<file path="config.mk">
export PLATFORM = sky130hd
export DESIGN_NAME = sllrc_top
export DESIGN_NICKNAME = d
export VERILOG_FILES = /design/src/hdl/sllrc_pkg.sv /design/src/hdl/sllrc_sync.sv /design/src/hdl/sllrc_sampler.sv /design/src/hdl/sllrc_top.sv
export VERILOG_INCLUDE_DIRS = /design/src /design/src/hdl
export SDC_FILE = /design/constraint.sdc
export NUM_CORES = 1
export LEC_CHECK = 0
export ABC_CLOCK_PERIOD_IN_PS = 2500
export BUFFER_PORTS_ARGS = -buffer_cell sky130_fd_sc_hd__buf_4
export CAP_MARGIN = 10
export CORE_UTILIZATION = 35
export CTS_CLUSTER_SIZE = 40
export DETAILED_ROUTE_END_ITERATION = 8
export PLACE_DENSITY_LB_ADDON = 0.25
export SLEW_MARGIN = 10
export SYNTH_ARGS = -nofsm -noshare
export SYNTH_HDL_FRONTEND = slang
export SYNTH_SLANG_ARGS = --single-unit
</file>
<file path="constraint.sdc">
create_clock -name pclk -period 2.5 [get_ports pclk]
set_clock_uncertainty 0.1 [all_clocks]
set_input_delay 0 -clock pclk [delete_from_list [all_inputs] [get_ports pclk]]
set_output_delay 0 -clock pclk [all_outputs]
set_load 0.01 [all_outputs]
</file>
<file path="src/hdl/sllrc_defines.svh">
// register offsets, field positions and timing counts for the supply low detector
`ifndef SLLRC_DEFINES_SVH
`define SLLRC_DEFINES_SVH
`define SLLRC_OFS_CONTROL 16'hF890
`define SLLRC_OFS_MODE 16'hF892
`define SLLRC_OFS_SAMPLING 16'hF896
`define SLLRC_OFS_IRQ_STATUS 16'hF898
`define SLLRC_OFS_IRQ_MASK 16'hF89C
`define SLLRC_CTL_EN 0
`define SLLRC_CTL_FLAG 1
`define SLLRC_CTL_READY 2
`define SLLRC_MOD_RSTSEL 0
`define SLLRC_SMP_SRC 3
`define SLLRC_SMP_DIV_LO 4
`define SLLRC_SMP_DIV_HI 5
`define SLLRC_REG_RESET 8'h00
`define SLLRC_SETTLE_US 300
`define SLLRC_CLK_MHZ 25
`define SLLRC_SETTLE_CYC (`SLLRC_SETTLE_US * `SLLRC_CLK_MHZ)
`define SLLRC_HOLD_SAMPLES 3
`define SLLRC_LS_DIV 763
`endif

</file>
<file path="src/hdl/sllrc_pkg.sv">
// types shared by the supply low detector files
package sllrc_pkg;
	typedef enum logic [1:0] {
		SLLRC_OFF = 2'b00,
		SLLRC_SETTLE = 2'b01,
		SLLRC_RUN = 2'b10
	} sllrc_state_t;
endpackage

</file>
<file path="src/hdl/sllrc_sync.sv">
// two-flop synchroniser for asynchronous level inputs
`timescale 1ns/100ps
`default_nettype none
module sllrc_sync #(
	parameter int WIDTH = 1
) (
	// clock and reset
	input wire logic pclk,
	input wire logic presetn,
	// level in and out
	input wire logic [WIDTH-1:0] async_in,
	output logic [WIDTH-1:0] sync_out
);
	logic [WIDTH-1:0] meta_q;
	always_ff @(posedge pclk or negedge presetn) begin
		if (!presetn) begin
			meta_q <= '0;
			sync_out <= '0;
		end else begin
			meta_q <= async_in;
			sync_out <= meta_q;
		end
	end
endmodule
`default_nettype wire

</file>
<file path="src/hdl/sllrc_sampler.sv">
// low-speed sampling clock divider and three-sample comparator filter
`timescale 1ns/100ps
`default_nettype none
`include "sllrc_defines.svh"
module sllrc_sampler #(
	parameter int LS_DIV = `SLLRC_LS_DIV
) (
	// clock and reset
	input wire logic pclk,
	input wire logic presetn,
	// control
	input wire logic run,
	input wire logic sample_on,
	input wire logic [1:0] div_sel,
	input wire logic cmp_low,
	// filtered result
	output logic filt_low,
	output logic filt_valid
);
	localparam int LSW = $clog2(LS_DIV + 1);
	logic [LSW-1:0] ls_cnt_q;
	logic ls_tick;
	logic [2:0] div_cnt_q;
	logic smp_tick;
	logic [1:0] same_cnt_q;
	logic last_q;
	logic [1:0] seen_q;

	////////////////////////////////////////////////////////////////////////
	// low-speed clock enable, then 1/1, 1/2, 1/4 or 1/8 of it
	assign ls_tick = (ls_cnt_q == LSW'(LS_DIV - 1));
	always_ff @(posedge pclk or negedge presetn) begin
		if (!presetn) begin
			ls_cnt_q <= '0;
		end else if (ls_tick || !run) begin
			ls_cnt_q <= '0;
		end else begin
			ls_cnt_q <= ls_cnt_q + LSW'(1);
		end
	end
	always_ff @(posedge pclk or negedge presetn) begin
		if (!presetn) begin
			div_cnt_q <= 3'h0;
		end else if (!run) begin
			div_cnt_q <= 3'h0;
		end else if (ls_tick) begin
			div_cnt_q <= div_cnt_q + 3'h1;
		end
	end
	assign smp_tick = ls_tick &&
		((3'(({1'b0, div_cnt_q} + 4'h1)) & ((3'h1 << div_sel) - 3'h1)) == 3'h0);

	////////////////////////////////////////////////////////////////////////
	// with sample_on set, result changes only after three equal samples; with it clear, result follows cmp_low each cycle
	always_ff @(posedge pclk or negedge presetn) begin
		if (!presetn) begin
			same_cnt_q <= 2'h0;
			last_q <= 1'b0;
			filt_low <= 1'b0;
			seen_q <= 2'h0;
			filt_valid <= 1'b0;
		end else if (!run) begin
			same_cnt_q <= 2'h0;
			last_q <= 1'b0;
			filt_low <= 1'b0;
			seen_q <= 2'h0;
			filt_valid <= 1'b0;
		end else if (!sample_on) begin
			filt_low <= cmp_low;
			filt_valid <= 1'b1;
		end else if (smp_tick) begin
			last_q <= cmp_low;
			if (cmp_low != last_q) begin
				same_cnt_q <= 2'h1;
			end else if (same_cnt_q != 2'(`SLLRC_HOLD_SAMPLES)) begin
				same_cnt_q <= same_cnt_q + 2'h1;
			end
			if (cmp_low == last_q && same_cnt_q == 2'(`SLLRC_HOLD_SAMPLES - 1)) begin
				filt_low <= cmp_low;
			end
			if (seen_q != 2'(`SLLRC_HOLD_SAMPLES)) begin
				seen_q <= seen_q + 2'h1;
			end else begin
				filt_valid <= 1'b1;
			end
		end
	end
endmodule
`default_nettype wire

</file>
<file path="src/hdl/sllrc_top.sv">
// supply low detector control: apb registers, settle timer, flag and reset
`timescale 1ns/100ps
`default_nettype none
`include "sllrc_defines.svh"
module sllrc_top #(
	parameter int SETTLE_CYC = `SLLRC_SETTLE_CYC,
	parameter int LS_DIV = `SLLRC_LS_DIV
) (
	// apb clock and power-on or pin reset
	input wire logic pclk,
	input wire logic presetn,
	// apb slave
	input wire logic psel,
	input wire logic penable,
	input wire logic pwrite,
	input wire logic [15:0] paddr,
	input wire logic [31:0] pwdata,
	input wire logic [3:0] pstrb,
	output logic [31:0] prdata,
	output logic pready,
	output logic pslverr,
	// analog comparator, high while supply is below threshold
	input wire logic cmp_low,
	output logic detector_on,
	// reset request and interrupt
	output logic low_reset_req,
	output logic irq
);
	sllrc_pkg::sllrc_state_t state_q;
	logic en_q;
	logic rstsel_q;
	logic smp_src_q;
	logic [1:0] smp_div_q;
	logic flag_q;
	logic ready_q;
	logic [31:0] settle_q;
	logic [1:0] irq_stat_q;
	logic [1:0] irq_mask_q;
	logic cmp_sync;
	logic filt_low;
	logic filt_valid;
	logic wr;
	logic rd;
	logic flag_clr;
	logic start;
	logic [1:0] ev;

	function automatic logic hit(input logic [15:0] a, input logic [15:0] ofs);
		// byte registers share words, so the full byte address selects
		hit = (a == ofs);
	endfunction
	function automatic logic [7:0] lane(input logic [15:0] a,
		input logic [31:0] d);
		lane = d[8*a[1:0] +: 8];
	endfunction

	////////////////////////////////////////////////////////////////////////
	// comparator input crossing and sampling filter
	sllrc_sync #(.WIDTH(1)) u_sync (
		.pclk(pclk),
		.presetn(presetn),
		.async_in(cmp_low),
		.sync_out(cmp_sync)
	);

	sllrc_sampler #(.LS_DIV(LS_DIV)) u_sampler (
		.pclk(pclk),
		.presetn(presetn),
		.run(state_q == sllrc_pkg::SLLRC_RUN),
		.sample_on(smp_src_q),
		.div_sel(smp_div_q),
		.cmp_low(cmp_sync),
		.filt_low(filt_low),
		.filt_valid(filt_valid)
	);

	////////////////////////////////////////////////////////////////////////
	// apb access, zero wait states, unmapped addresses answer pslverr
	assign wr = psel && penable && pwrite;
	assign rd = psel && penable && !pwrite;
	assign pready = 1'b1;

	always_comb begin
		pslverr = 1'b0;
		if (psel && penable) begin
			if (hit(paddr, `SLLRC_OFS_CONTROL)) begin
				pslverr = 1'b0;
			end else if (hit(paddr, `SLLRC_OFS_MODE)) begin
				pslverr = 1'b0;
			end else if (hit(paddr, `SLLRC_OFS_SAMPLING)) begin
				pslverr = 1'b0;
			end else if (hit(paddr, `SLLRC_OFS_IRQ_STATUS)) begin
				pslverr = 1'b0;
			end else if (hit(paddr, `SLLRC_OFS_IRQ_MASK)) begin
				pslverr = 1'b0;
			end else begin
				pslverr = 1'b1;
			end
		end
	end

	// the byte lane of each register is selected by its own address bits
	function automatic logic lane_on(input logic [15:0] ofs,
		input logic [3:0] s);
		lane_on = s[ofs[1:0]];
	endfunction

	assign flag_clr = wr && hit(paddr, `SLLRC_OFS_CONTROL) &&
		lane_on(`SLLRC_OFS_CONTROL, pstrb) &&
		lane(`SLLRC_OFS_CONTROL, pwdata)[`SLLRC_CTL_FLAG];

	////////////////////////////////////////////////////////////////////////
	// configuration registers, cleared only by presetn (power-on or pin)
	always_ff @(posedge pclk or negedge presetn) begin
		if (!presetn) begin
			en_q <= 1'b0;
		end else if (wr && hit(paddr, `SLLRC_OFS_CONTROL) &&
			lane_on(`SLLRC_OFS_CONTROL, pstrb)) begin
			en_q <= lane(`SLLRC_OFS_CONTROL, pwdata)[`SLLRC_CTL_EN];
		end
	end

	always_ff @(posedge pclk or negedge presetn) begin
		if (!presetn) begin
			rstsel_q <= 1'b0;
		end else if (wr && hit(paddr, `SLLRC_OFS_MODE) &&
			lane_on(`SLLRC_OFS_MODE, pstrb)) begin
			rstsel_q <= lane(`SLLRC_OFS_MODE, pwdata)[`SLLRC_MOD_RSTSEL];
		end
	end

	always_ff @(posedge pclk or negedge presetn) begin
		if (!presetn) begin
			smp_src_q <= 1'b0;
			smp_div_q <= 2'h0;
		end else if (wr && hit(paddr, `SLLRC_OFS_SAMPLING) &&
			lane_on(`SLLRC_OFS_SAMPLING, pstrb)) begin
			smp_src_q <= lane(`SLLRC_OFS_SAMPLING, pwdata)[`SLLRC_SMP_SRC];
			smp_div_q <= lane(`SLLRC_OFS_SAMPLING, pwdata)
				[`SLLRC_SMP_DIV_HI:`SLLRC_SMP_DIV_LO];
		end
	end

	////////////////////////////////////////////////////////////////////////
	// detector sequencing: off, settling, running
	assign start = (state_q == sllrc_pkg::SLLRC_OFF) && en_q;

	always_ff @(posedge pclk or negedge presetn) begin
		if (!presetn) begin
			state_q <= sllrc_pkg::SLLRC_OFF;
			settle_q <= 32'h0;
		end else begin
			case (state_q)
				sllrc_pkg::SLLRC_OFF: begin
					settle_q <= 32'h0;
					if (en_q) begin
						state_q <= sllrc_pkg::SLLRC_SETTLE;
					end
				end
				sllrc_pkg::SLLRC_SETTLE: begin
					settle_q <= settle_q + 32'h1;
					if (!en_q) begin
						state_q <= sllrc_pkg::SLLRC_OFF;
					end else if (settle_q == 32'(SETTLE_CYC - 1)) begin
						state_q <= sllrc_pkg::SLLRC_RUN;
					end
				end
				sllrc_pkg::SLLRC_RUN: begin
					if (!en_q) begin
						state_q <= sllrc_pkg::SLLRC_OFF;
					end
				end
				default: begin
					state_q <= sllrc_pkg::SLLRC_OFF;
				end
			endcase
		end
	end

	// only presetn or clearing en_q stops the sequencer, so other resets leave it running
	assign detector_on = en_q && (state_q != sllrc_pkg::SLLRC_OFF);

	always_ff @(posedge pclk or negedge presetn) begin
		if (!presetn) begin
			ready_q <= 1'b0;
		end else begin
			ready_q <= (state_q == sllrc_pkg::SLLRC_RUN) && en_q && filt_valid;
		end
	end

	////////////////////////////////////////////////////////////////////////
	// low-voltage flag
	always_ff @(posedge pclk or negedge presetn) begin
		if (!presetn) begin
			flag_q <= 1'b0;
		end else if (start || !en_q) begin
			flag_q <= 1'b0;
		end else if (!ready_q) begin
			flag_q <= 1'b0;
		end else if (filt_low) begin
			flag_q <= 1'b1;
		end else if (flag_clr) begin
			flag_q <= 1'b0;
		end else begin
			flag_q <= 1'b0;
		end
	end

	assign low_reset_req = flag_q && rstsel_q && ready_q;

	////////////////////////////////////////////////////////////////////////
	// interrupt: bit 0 flag rise, bit 1 ready rise; write one clears
	logic flag_d1_q;
	logic ready_d1_q;
	always_ff @(posedge pclk or negedge presetn) begin
		if (!presetn) begin
			flag_d1_q <= 1'b0;
			ready_d1_q <= 1'b0;
		end else begin
			flag_d1_q <= flag_q;
			ready_d1_q <= ready_q;
		end
	end
	assign ev = {ready_q && !ready_d1_q, flag_q && !flag_d1_q};

	always_ff @(posedge pclk or negedge presetn) begin
		if (!presetn) begin
			irq_stat_q <= 2'h0;
		end else if (wr && hit(paddr, `SLLRC_OFS_IRQ_STATUS) && pstrb[0]) begin
			irq_stat_q <= (irq_stat_q & ~pwdata[1:0]) | ev;
		end else begin
			irq_stat_q <= irq_stat_q | ev;
		end
	end

	always_ff @(posedge pclk or negedge presetn) begin
		if (!presetn) begin
			irq_mask_q <= 2'h0;
		end else if (wr && hit(paddr, `SLLRC_OFS_IRQ_MASK) && pstrb[0]) begin
			irq_mask_q <= pwdata[1:0];
		end
	end

	assign irq = |(irq_stat_q & irq_mask_q);

	////////////////////////////////////////////////////////////////////////
	// read data, reserved bits zero
	always_comb begin
		prdata = 32'h0;
		if (rd) begin
			if (hit(paddr, `SLLRC_OFS_CONTROL)) begin
				prdata[8*`SLLRC_OFS_CONTROL%4 +: 8] = {5'h0, ready_q, flag_q, en_q};
			end else if (hit(paddr, `SLLRC_OFS_MODE)) begin
				prdata[8*(`SLLRC_OFS_MODE%4) +: 8] = {7'h0, rstsel_q};
			end else if (hit(paddr, `SLLRC_OFS_SAMPLING)) begin
				prdata[8*(`SLLRC_OFS_SAMPLING%4) +: 8] =
					{2'h0, smp_div_q, smp_src_q, 3'h0};
			end else if (hit(paddr, `SLLRC_OFS_IRQ_STATUS)) begin
				prdata = {30'h0, irq_stat_q};
			end else if (hit(paddr, `SLLRC_OFS_IRQ_MASK)) begin
				prdata = {30'h0, irq_mask_q};
			end else begin
				prdata = 32'h0;
			end
		end
	end
endmodule
`default_nettype wire

</file>
After elaboration in Yosys (flattened, before gate mapping)
Cells that the tools add are included.
{"block": "op_classes", "magnitude_cmp": 0, "n_shift": 1, "addsub": 7, "eq_ne": 25, "n_mux": 50, "n_bitwise": 6, "n_reduce_logical": 41, "div_mod_pow": 0, "n_mul": 0}
{"op": "16-bit equality test, second input constant", "n": 5}
{"op": "32-bit two-way mux", "n": 2}
{"op": "32-bit case mux with 2 select lines", "n": 1}
{"op": "8-bit two-way mux", "n": 5}
{"op": "32-bit by 1-bit adder with 32-bit output, second input constant", "n": 1}
{"op": "32-bit by 13-bit equality test with 1-bit output, second input constant", "n": 1}
{"op": "16-bit two-way mux", "n": 2}
{"op": "2-bit two-way mux", "n": 15}
{"op": "24-bit two-way mux", "n": 1}
{"op": "1-bit logical AND", "n": 23}
{"op": "1-bit two-way mux", "n": 20}
{"op": "2-bit != test, second input constant", "n": 8}
{"op": "3-bit != test, second input constant", "n": 5}
{"op": "10-bit by 1-bit adder with 10-bit output, second input constant", "n": 1}
{"op": "10-bit equality test, second input constant", "n": 1}
{"op": "10-bit two-way mux", "n": 1}
{"op": "3-bit AND reduction", "n": 3}
{"op": "3-bit by 1-bit adder with 3-bit output, second input constant", "n": 2}
{"op": "3-bit two-way mux", "n": 2}
{"op": "2-bit case mux with 3 select lines", "n": 1}
{"op": "2-bit AND reduction", "n": 3}
{"op": "1-bit logical NOT", "n": 5}
{"op": "2-bit by 1-bit adder with 2-bit output, second input constant", "n": 2}
{"op": "2-bit bitwise AND", "n": 2}
{"op": "14 further kinds", "n": 18}
{"block": "word_totals", "output_inout_bits": 37, "word_cells": 151, "latchBits": 0, "mem_count": 0, "reg_bits": 69, "rom_bits": 0, "ram_bits": 0}

Logic depth before layout (Yosys ltp)
Gate-level depths: netlist (run 1).
{"block": "depth", "ltp_word": 8, "ltp_mapped": 8}

Hierarchy
From an unflattened synthesis (run 1), not the netlist that was laid out.
{"block": "unflattened", "hier_cells": 402, "hier_area_um2": 3921.3}
{"mod": "sllrc_top", "cells_per_inst": 297, "n_inst": 1, "seq_area_each_um2": 1176.1, "area_per_inst_um2": 2801.4}
{"mod": "sllrc_sampler", "cells_per_inst": 103, "n_inst": 1, "seq_area_each_um2": 500.5, "area_per_inst_um2": 1069.8}
{"mod": "sllrc_sync", "cells_per_inst": 2, "n_inst": 1, "seq_area_each_um2": 50.0, "area_per_inst_um2": 50.0}

Least setup slack after synthesis (run 1)
OpenSTA, ideal clock, no wires.
{"block": "synth_path", "path_kind": "reg2reg", "startpoint": "register settle_q[7]", "endpoint": "register settle_q[25]", "arrival_time_ns": 1.890, "setup_ns": 0.077, "stages_incl_launch_ff": 6, "path_buffers": 1, "slack_ns": 0.433, "period_less_slack_ns": 2.067, "cell_sequence": "dfrtp_1 > nand4_4 > or4_4 > buf_6 > or4_1 > a21oi_1"}
{"block": "synth_between", "elab_chain_len": 2}
{"element": "start, declared", "line_no": "sllrc_top.sv:36", "text": "logic [31:0] settle_q;"}
{"element": "start signal, assigned", "line_no": "sllrc_top.sv:161", "text": "settle_q <= settle_q + 32'h1;"}
{"element": "32-bit by 1-bit adder with 32-bit output", "line_no": "sllrc_top.sv:161"}
{"element": "32-bit case mux with 2 select lines", "line_no": "sllrc_top.sv:153", "text": "case (state_q)"}
No other way between the ends.
A chain may end at the register's enable or synchronous reset.

Worst setup path in the final report (run 1)
Ends and elaborated chain as after synthesis.

==> results of run 1 <==
-- final timing paths --
check,startpoint,to,slack (ns),cells after the start
max,settle_q[7],settle_q[25],0.33,4
min,pstrb[2],rstsel_q,0.05,5
max reg2reg,settle_q[7],settle_q[25],0.33,4
min reg2reg,u_sync.meta_q,u_sync.sync_out,0.25,0
max in group asynchronous,presetn,irq_mask_q[0],1.49,2
min in group asynchronous,presetn,settle_q[9],0.25,2
-- power by group through the flow --
stage	Sequential [W]	Clock, W	Combinational [W]
floorplan	0.00114	0	0.0000623
global placement	0.00114	0	0.0000941
detailed placement	0.00114	0	0.0000952
CTS	0.00112	0.00143	0.000108
global route	0.00112	0.00148	0.000121
finish	0.00112	0.00139	0.000107
-- flip-flops by register name, indices dropped and copies added (netlist names), 2 cells and up --
name                  count
u_sampler.ls_cnt_q       10
u_sampler.div_cnt_q       3
smp_div_q                 2
settle_q                 32
u_sampler.same_cnt_q      2
state_q                   2
irq_stat_q                2
irq_mask_q                2
u_sampler.seen_q          2
-- stage by stage --
step / power [W] / setup slack, ns
final: 0.00262 / 0.330
after global routing: 0.00272 / 0.237
after CTS: 0.00266 / 0.350
after detailed placement: 0.00124 / 0.365
after global placement: 0.00123 / 0.404
after floorplan: 0.00120 / 0.433
-- timing repair --
item,4_1_cts,5_1_grt
hold endpoints to repair,79,0
buffers inserted,0,0
endpoints found under the setup margin,0,0
gates resized for setup,0,0
hold buffers,11,0
-- layer usage --
metal  vias to the layer above  GRT usage, %  wire (µm)
met5                         -             0          0
met4                         0          6.27         55
met3                         4          3.47        260
met2                        61          24.4       4210
met1                      1544          20.4       3950
li1                       1586             -          -
-- final cells by class --
cell class              instances  area, µm²  area share, %
multi-input cells             323       2060           42.8
flip-flops and latches         69       1730           35.9
repair buffers                 58        463           9.63
clock buffers                  11        253           5.26
well taps                     140        175           3.64
clock inverters                 5       82.6           1.72
inverters                      13       48.8           1.02
-- critical path, delay by kind of cell (launching register included) --
family | cells | cell delay [ns]
compound gates | 1 | 0.17
flops | 1 | 0.49
simple gates | 3 | 1.35
-- cell families (layout without fill, tap and decap cells) --
family | count (synthesis) | count (layout)
fa+ha+maj | 7 | 7
xor+xnor | 20 | 20
buf+inv | 53 | 87
compound gates | 54 | 54
simple gates | 199 | 199
mux | 17 | 17
flops | 69 | 69
other cells | 2 | 26
-- layout by cell type (no fill, tap or decap), drive strengths merged, types with 8 or more instances in the layout --
cell,instances
dfrtp,69
buf,47
nor2,44
nand2,39
conb,26
nand3,19
nand4,17
a21oi,15
inv,13
xor2,11
dlygate4sd3,11
nor4,11
clkbuf,11
mux2i,10
or4,10
and3,10
xnor2,9
nand2b,8
==> flow_metrics.py, run 1 <==
metrics = {
    "layout": {
        "drive_gt1_share_pct": 17.1,
        "nets": 539,
        "num-fill-cells": 1060,
        "fin_util_pct": 43.6,
        "stdcell_count": 619,
        "syn2layout_area_growth_pct": 19.7,
        "diodes": 0,
        "final_area_um2": 4810,
    },
    "timing": {
        "rsz0062_at_grt": "false",
        "slew_violations": 0,
        "finalSetupViolCount": 0,
        "fin_crit_sh_pct": 86.8,
        "slew_headroom_pct": 41.0,
        "fin_crit_ns": 2.17,
        "worst_pin_slew_ns": 0.885,
        "fmax_mhz": 461,
        "finalHoldViolations": 0,
        "fin_hold_ws_ns": 0.0527,
        "fin_setup_tns_ns": 0,
    },
    "pwr": {
        "switching_share_pct": 20.2,
        "p_clk_share_pct": 53.2,
        "switchingPower_w": 0.000529,
        "internal_power_w": 0.00209,
        "power_density_nw_per_um2": 545,
        "p_leak_nw": 2.11,
        "p_seq_share_pct": 42.7,
        "vdd_drop_max_v": 0.000513,
        "power_frac_comb_pct": 4.1,
    },
    "yosys": {
        "synth-main-ff-cell": "dfrtp_1",
        "ys_seq_area_share_pct": 43.0,
        "synth_common_cells": "69 x dfrtp_1, 44 x nor2_1, 39 x nand2_1",
        "yosys_warnings": 0,
        "postSynth.asyncResetShare_pct": 100,
        "yosysMostFrequentCell": "dfrtp_1",
        "post_synth.cell_area_avg_um2": 9.54,
        "muxShareOfSynthArea_pct": 4.46,
        "synth_top_area_share_pct": 43.0,
        "synthTopCellsByArea": "dfrtp_1 43%, buf_4 4.9%, nor2_1 4.1%, nand2_1 3.6%, mux2i_1 2.5%",
        "synth_fa_ha_area_share_pct": 2.18,
        "synth_top_family_by_area": "simple AND/OR/NAND/NOR gates",
        "synth-xor-area-share_pct": 4.36,
        "synth.distinct_cells": 58,
        "synth_seq_cells": 69,
        "netlist_area_um2": 4020,
        "synth-simple-area-share_pct": 28.6,
        "synth_compound_area_share_pct": 9.19,
        "synth_cells": 421,
        "synth-edff-count": 0,
        "yosys.area.top_type": "dfrtp_1",
    },
    "clock_network": {
        "clk_path_buf_depth": 2,
        "tritoncts": "yes",
        "cts_root_buf": "clkbuf_16",
        "cts_made_buffers": 9,
        "cts.sinks": 69,
        "insertion_delay_ns": 0.33,
        "h-tree-depth": 3,
        "cts.clk_slew.worst_paths_ns": 0.06,
    },
    "grt": {
        "gr-total-overflow": 0,
        "grt_pass1_wl_um": 14400,
        "antenna_found_initial": 0,
        "grt_start_max_net_pins": 70,
        "first_global_vias": 3028,
        "grtUsageTotal_pct": 15.5,
    },
    "placement": {
        "dpl_cell_area_um2": 4360,
        "port-buffer-count": 40,
        "place.gp.congestion": 0.786,
        "dp_hpwl_um": 5870,
        "dp_cells": 592,
    },
    "worst_setup_path": {
        "critPathMaxStageDelay_ns": 0.64,
        "cp-end-kind": "flip-flop",
        "cp_max_fo": 11,
        "worstSetupStartpointType": "flip-flop",
        "cp.arrival_ns": 2.32,
        "cp.required_ns": 2.65,
        "cp_cell_sequence": "nand4_4 -> or4_4 -> or4_1 -> a21oi_1",
        "critical_path.slowest_cell": "or4_4",
        "critPathKind": "reg -> reg",
    },
    "run_status": {
        "status": "completed",
    },
    "flow_run": {
        "drv_cap": 0,
    },
    "die": {
        "num_io_pins": 95,
        "core-area_um2": 11000,
        "dieArea_um2": 11900,
        "rows": 38,
        "initial_core_util_pct": 36.4,
        "die_x_um": 109,
        "die_y_um": 109,
    },
    "routing": {
        "drt_wl_total_um": 8470,
        "vias": 3195,
        "route.antenna.remaining_nets": 0,
        "vias_per_cell": 5.16,
        "wl_per_cell_um": 13.7,
        "drc": 0,
        "first_pass_iters": 4,
        "first_iter_violations": 248,
    },
    "worst_hold_path": {
        "hold_path.class": "in -> reg",
    },
}
No activity file was read; power rests on OpenSTA's default activity.
==> inputs of run 2 (changes only) <==
--- a/config.mk
+++ b/config.mk
@@ -9,10 +9,13 @@
 export ABC_CLOCK_PERIOD_IN_PS = 2500
 export BUFFER_PORTS_ARGS = -buffer_cell sky130_fd_sc_hd__buf_4
 export CAP_MARGIN = 10
-export CORE_UTILIZATION = 35
+export CELL_PAD_IN_SITES_DETAIL_PLACEMENT = 0
+export CELL_PAD_IN_SITES_GLOBAL_PLACEMENT = 2
+export CORE_UTILIZATION = 33
 export CTS_CLUSTER_SIZE = 40
 export DETAILED_ROUTE_END_ITERATION = 8
 export PLACE_DENSITY_LB_ADDON = 0.25
+export SETUP_SLACK_MARGIN = 0.4
 export SLEW_MARGIN = 10
 export SYNTH_ARGS = -nofsm -noshare
 export SYNTH_HDL_FRONTEND = slang
==> run 2 against run 1 <==
Net effect: the run now ends with DRC left; global-route usage down 0.46 points; routed wire length rose by 8.4%; setup slack improved by 0.12 ns; final area up 0.44%; core utilization fell by 2.0 points; sequential share of layout area rose by 0.075 points; die area up 6.0%; clock power shrank 11%; flip-flop and latch count unchanged; via count is 0.53% lower; critical path type unchanged.
==> flow_metrics.py, run 2 (synthesis gave the netlist of run 1 again) <==
metrics = {
    "layout": {
        "final_cell_mix": "60 x dfrtp_1, 49 x buf_4, 44 x nor2_1, 39 x nand2_1, 26 x conb_1",
        "nets": 541,
        "final_area_um2": 4830,
        "regMostFlops": "settle_q",
        "diodes": 0,
        "reg_top3": "settle_q: 32 flops, u_sampler.ls_cnt_q: 10 flops, u_sampler.div_cnt_q: 3 flops",
        "syn2layout_area_growth_pct": 20.2,
        "drive_gt1_share_pct": 21.0,
        "final_common_cell": "dfrtp_1",
        "largest_register_ffs": 32,
    },
    "routing": {
        "first_pass_iters": 8,
        "vias_per_cell": 5.10,
        "wl_per_cell_um": 14.8,
        "drt_wl_total_um": 9190,
        "first_iter_violations": 165,
        "vias": 3178,
        "drc": 6,
        "route.antenna.remaining_nets": 0,
    },
    "worst_setup_path": {
        "cp_cell_sequence": "nand4_1 -> or4_4 -> or4_4 -> a21oi_2",
        "reg2reg_setup_slack_ns": 0.45,
        "cp-end-kind": "flip-flop",
        "cp.required_ns": 2.66,
        "cp_max_fo": 7,
        "critPathKind": "reg -> reg",
        "critPathMaxStageDelay_ns": 0.59,
        "worstSetupStartpointType": "flip-flop",
        "crit_path_frequent_cell": "or4_4",
        "critical_path.slowest_cell": "or4_4",
        "r2r_cells": 4,
        "reg2reg_to": "settle_q[28]",
        "r2r_start": "settle_q[20]",
        "cp.arrival_ns": 2.21,
    },
    "timing": {
        "fin_setup_tns_ns": 0,
        "fin_hold_ws_ns": 0.0261,
        "rsz0062_at_grt": "true",
        "fmax_mhz": 488,
        "setup_ws_ns": 0.453,
        "slew_violations": 0,
        "fin_crit_ns": 2.05,
        "finalHoldViolations": 0,
        "slew_headroom_pct": 39.8,
        "finalSetupViolCount": 0,
        "fin_crit_sh_pct": 81.9,
        "worst_pin_slew_ns": 0.903,
    },
    "worst_hold_path": {
        "hold_path.class": "in -> reg",
        "whs_endpoint": "irq_stat_q[0]",
        "holdPathStages": 3,
        "min_from": "paddr[2]",
    },
    "die": {
        "core-area_um2": 11600,
        "die_x_um": 112,
        "rows": 39,
        "die_y_um": 112,
        "dieArea_um2": 12600,
        "num_io_pins": 95,
        "initial_core_util_pct": 34.6,
    },
    "clock_network": {
        "cts.sinks": 69,
        "insertion_delay_ns": 0.33,
        "tritoncts": "yes",
        "cts_root_buf": "clkbuf_16",
        "h-tree-depth": 3,
        "cts_made_buffers": 9,
        "cts.clk_slew.worst_paths_ns": 0.05,
        "clk_path_buf_depth": 2,
    },
    "run_status": {
        "status": "finished with violations",
        "violations": "DRC",
    },
    "pwr": {
        "power_w": 0.00247,
        "vdd_drop_max_v": 0.000243,
        "p_leak_nw": 2.09,
        "power_density_nw_per_um2": 512,
    },
    "grt": {
        "grt_start_max_net_pins": 70,
        "grtUsageTotal_pct": 15.0,
        "antenna_found_initial": 0,
        "gr-total-overflow": 0,
        "grt_pass1_wl_um": 15000,
        "first_global_vias": 3019,
    },
    "placement": {
        "place.gp.congestion": 0.772,
        "port-buffer-count": 40,
        "dp_slack_ns": 0.370,
        "dp_hpwl_um": 6290,
        "dpl_cell_area_um2": 4360,
    },
    "flow_run": {
        "drv_cap": 0,
    },
}
## run 2: report_power, final
part	switching (W)	total, W	internal, W
clock network	0.000452	0.00124	0.000791
registers	0.00000137	0.00112	0.00112
logic	0.0000607	0.000106	0.0000456
total	0.000514	0.00247	0.00196
## run 2: worst max path at each step
stage               depth (start not counted)         start  slack [ns]      endpoint
detailed placement                          4   settle_q[7]        0.37  settle_q[25]
global placement                            4   settle_q[7]        0.40  settle_q[31]
global route                                4  settle_q[23]        0.37  settle_q[28]
finish                                      4  settle_q[20]        0.45  settle_q[28]
floorplan                                   5   settle_q[7]        0.43  settle_q[25]
CTS                                         4   settle_q[4]        0.40  settle_q[31]
## run 2: per-layer routing
metal | wire, µm | vias up | part of all wire [%] | global-route usage, %
met1 | 4650 | 1508 | 51 | 20.9
met4 | 161 | 0 | 1.8 | 6.67
met2 | 4040 | 64 | 44 | 22.8
li1 | - | 1594 | - | -
met3 | 339 | 12 | 3.7 | 2.75
met5 | 0 | - | 0 | 0
## run 2: cell type report
type                       instances  area (µm²)
fill                            1173        6790
multi-input combinational        324        2100
sequential                        69        1740
timing repair buffer              59         468
clock buffer                      11         243
tap                              143         179
clock inverter                     4        48.8
inverter                          13        48.8
## run 2: through the flow
step | std cells | util, %
final | 623 | 41.6
after global routing | 623 | 41.6
after CTS | 619 | 40.9
after detailed placement | 594 | 37.5
after global placement | 594 | 37.5
after floorplan | 445 | -
## run 2: what timing repair did
action                     in CTS  in global routing
resized for setup               5                 13
cloned                          0                  1
setup buffers                   0                  3
pin swaps                       1                  8
hold buffers                   10                  0
setup endpoints to repair       3                  8
hold endpoints to repair       79                  0
## run 2: critical path: cells and delay by family (launching register included)
kind	cells	cell delay, ns
simple gates	3	1.34
flops	1	0.41
compound gates	1	0.12
==> inputs of run 3 (changes only) <==
--- a/config.mk
+++ b/config.mk
@@ -6,12 +6,13 @@
 export SDC_FILE = /design/constraint.sdc
 export NUM_CORES = 1
 export LEC_CHECK = 0
-export ABC_CLOCK_PERIOD_IN_PS = 2500
+export ABC_AREA = 1
+export ABC_CLOCK_PERIOD_IN_PS = 1750
 export BUFFER_PORTS_ARGS = -buffer_cell sky130_fd_sc_hd__buf_4
 export CAP_MARGIN = 10
 export CELL_PAD_IN_SITES_DETAIL_PLACEMENT = 0
 export CELL_PAD_IN_SITES_GLOBAL_PLACEMENT = 2
-export CORE_UTILIZATION = 33
+export CORE_UTILIZATION = 27
 export CTS_CLUSTER_SIZE = 40
 export DETAILED_ROUTE_END_ITERATION = 8
 export PLACE_DENSITY_LB_ADDON = 0.25
==> constraint.sdc (replaced) <==
create_clock -name pclk -period 1.75 [get_ports pclk]
set_clock_uncertainty 0.1 [all_clocks]
set_input_delay 0 -clock pclk [delete_from_list [all_inputs] [get_ports pclk]]
set_output_delay 0 -clock pclk [all_outputs]
set_load 0.01 [all_outputs]
==> run 3 against run 2 <==
Net effect: the flow now finishes without violations; hold slack worse by 0.0095 ns; combinational power rose to 3.2 times the previous value; cell count up 61%; critical endpoint is now settle_q[6]; clock power up 58%; first-iteration DRC count down 19%; largest cell class unchanged; clock-buffer cell count down 1; non-clock buffer count up 78; die area up 37%; setup slack worse by 0.27 ns; fmax up 31%.
==> flow_metrics.py, run 3 <==
metrics = {
    "run_status": {
        "status": "completed",
    },
    "yosys": {
        "synth.distinct_cells": 39,
        "synth_top_area_share_pct": 38.1,
        "post_synth.cell_area_avg_um2": 7.01,
        "synth-edff-count": 0,
        "postSynth.asyncResetShare_pct": 100,
        "yosys.area.top_type": "dfrtp_1",
        "synthTopCellsByArea": "dfrtp_1 38%, nand2_1 13%, nor2_1 7.9%, inv_1 6.6%, nand3_1 6.6%",
        "ys_seq_area_share_pct": 38.1,
        "synth_common_cells": "157 x nand2_1, 95 x nor2_1, 80 x inv_1",
        "netlist_area_um2": 4530,
        "synth-main-ff-cell": "dfrtp_1",
        "synth_seq_cells": 69,
        "synth_cells": 646,
        "yosys_warnings": 0,
        "yosysMostFrequentCell": "nand2_1",
    },
    "layout": {
        "final-seq-area_um2": 1740,
        "largest_register_ffs": 32,
        "final_area_um2": 6930,
        "final_cell_mix": "124 x nand2_1, 100 x buf_4, 64 x inv_1, 57 x nor2_1, 55 x dfrtp_1",
        "num-fill-cells": 1647,
        "nets": 851,
        "diodes": 0,
        "reg_top3": "settle_q: 32 flops, u_sampler.ls_cnt_q: 10 flops, u_sampler.div_cnt_q: 3 flops",
        "drive_gt1_share_pct": 42.5,
        "final_common_cell": "nand2_1",
        "syn2layout_area_growth_pct": 53.0,
        "regMostFlops": "settle_q",
        "multi_input_area_um2": 3030,
        "stdcell_count": 1005,
    },
    "timing": {
        "finalHoldViolations": 0,
        "rsz0062_at_grt": "true",
        "fin_crit_ns": 1.56,
        "slew_violations": 0,
        "fmax_mhz": 639,
        "slew_headroom_pct": 64.2,
        "worst_pin_slew_ns": 0.537,
        "fin_hold_ws_ns": 0.0166,
        "fin_crit_sh_pct": 89.4,
        "finalSetupViolCount": 0,
        "fin_setup_tns_ns": 0,
    },
    "clock_network": {
        "tritoncts": "yes",
        "cts_made_buffers": 9,
        "cts.sinks": 69,
        "h-tree-depth": 3,
        "cts_root_buf": "clkbuf_16",
        "insertion_delay_ns": 0.34,
        "clk_path_buf_depth": 2,
        "cts.clk_slew.worst_paths_ns": 0.06,
    },
    "pwr": {
        "p_leak_nw": 3.40,
        "p_seq_share_pct": 41.9,
        "internal_power_w": 0.00302,
        "switchingPower_w": 0.000932,
        "switching_share_pct": 23.6,
        "vdd_drop_max_v": 0.000441,
        "p_clk_share_pct": 49.6,
        "power_frac_comb_pct": 8.5,
        "power_density_nw_per_um2": 570,
    },
    "placement": {
        "dp_hpwl_um": 9220,
        "port-buffer-count": 40,
        "dpl_cell_area_um2": 5130,
        "dp_cells": 910,
        "place.gp.congestion": 0.799,
    },
    "worst_setup_path": {
        "cp_cell_sequence": "ha_4 -> nand3_4 -> nor2_4 -> buf_4 -> buf_6 -> buf_6 -> buf_4 -> a21oi_2 -> nor2_1",
        "critical_path.slowest_cell": "dfrtp_1",
        "critPathKind": "reg -> reg",
        "cp.required_ns": 1.88,
        "cp_max_fo": 4,
        "cpLargestDelayFamily": "buffers and inverters",
        "critPathBufInv": 4,
        "cp-end-kind": "flip-flop",
        "cp.arrival_ns": 1.69,
        "critPathMaxStageDelay_ns": 0.42,
        "worstSetupStartpointType": "flip-flop",
    },
    "die": {
        "initial_core_util_pct": 28.1,
        "die_y_um": 132,
        "die_x_um": 132,
        "core-area_um2": 16100,
        "num_io_pins": 95,
        "dieArea_um2": 17300,
        "rows": 46,
    },
    "routing": {
        "wl_per_cell_um": 13.1,
        "drc": 0,
        "vias_per_cell": 4.47,
        "vias": 4489,
        "first_iter_violations": 133,
        "first_pass_iters": 4,
        "drt_wl_total_um": 13200,
        "route.antenna.remaining_nets": 0,
    },
    "grt": {
        "first_global_vias": 4377,
        "antenna_found_initial": 0,
        "grtUsageTotal_pct": 15.2,
        "grt_start_max_net_pins": 37,
        "grt_pass1_wl_um": 21100,
        "gr-total-overflow": 0,
    },
    "worst_hold_path": {
        "hold_path.class": "in -> reg",
    },
    "flow_run": {
        "drv_cap": 0,
    },
}
run 3: metrics by stage:
step	util (%)	setup slack (ns)	total power [W]
2_1_floorplan	-	0.263	0.00185
3_3_place_gp	31.8	0.0687	0.00194
3_5_place_dp	31.8	0.0648	0.00194
4_1_cts	38.5	0.193	0.00398
5_1_grt	43.0	0.0915	0.00411
6_report	43.0	0.186	0.00395
run 3: kinds of logic (layout without fill, tap and decap cells):
family / Yosys count / count (layout) / synth area share, %
compound gates: 60 / 60 / 7.21
other cells: 2 / 26 / 0.166
fa+ha+maj: 7 / 7 / 1.93
xor+xnor: 5 / 5 / 0.967
buf+inv: 124 / 243 / 12.9
simple gates: 379 / 379 / 38.7
flops: 69 / 69 / 38.1
run 3: path summary, 6_finish.rpt:
kind	start	slack [ns]	cells after the start	end
worst min-delay path	paddr[3]	0.02	4	smp_div_q[1]
worst max register to register	settle_q[0]	0.19	9	settle_q[6]
min in group asynchronous	presetn	0.10	2	smp_div_q[1]
worst min register to register	u_sync.meta_q	0.27	0	u_sync.sync_out
worst max-delay path	settle_q[0]	0.19	9	settle_q[6]
max in group asynchronous	presetn	0.86	3	settle_q[5]
run 3: timing repair:
action                                 CTS  global route
hold buffers                            10             0
pin swaps                               47            75
resized for setup                      100           152
endpoints found under the hold margin   67             0
setup endpoints to repair               59            63
buffers inserted                        40            30
cloned                                   0             1
run 3: per-layer routing:
layer | share of wire (%) | track usage (%) | wire length, µm | vias to the layer above
met5 | 0 | 0 | 0 | -
met4 | 1.1 | 4.65 | 140 | 0
met3 | 2.9 | 3.13 | 384 | 11
met2 | 51 | 26.5 | 6700 | 68
met1 | 45 | 18.6 | 5970 | 2114
li1 | - | - | - | 2296
run 3: power by group through the flow:
stage / logic [W] / clock network (W) / registers, W
after floorplan: 0.000180 / 0 / 0.00167
after global placement: 0.000255 / 0 / 0.00168
after detailed placement: 0.000259 / 0 / 0.00168
after CTS: 0.000304 / 0.00203 / 0.00165
after global routing: 0.000374 / 0.00208 / 0.00166
final: 0.000335 / 0.00196 / 0.00165
run 3: layout make-up:
type | count | share of cell area, %
Sequential cell | 69 | 25.2
Timing Repair Buffer | 137 | 17.2
Tap cell | 216 | 3.90
Clock inverter | 4 | 1.06
Multi-Input combinational cell | 477 | 43.7
Inverter | 92 | 5.47
Clock buffer | 10 | 3.45
run 3: worst register-to-register path: stages (launching register included):
cell	delay, ns
dfrtp_1	0.42
ha_4	0.20
nand3_4	0.07
nor2_4	0.05
buf_4	0.13
buf_6	0.10
buf_6	0.11
buf_4	0.13
a21oi_2	0.10
nor2_1	0.05
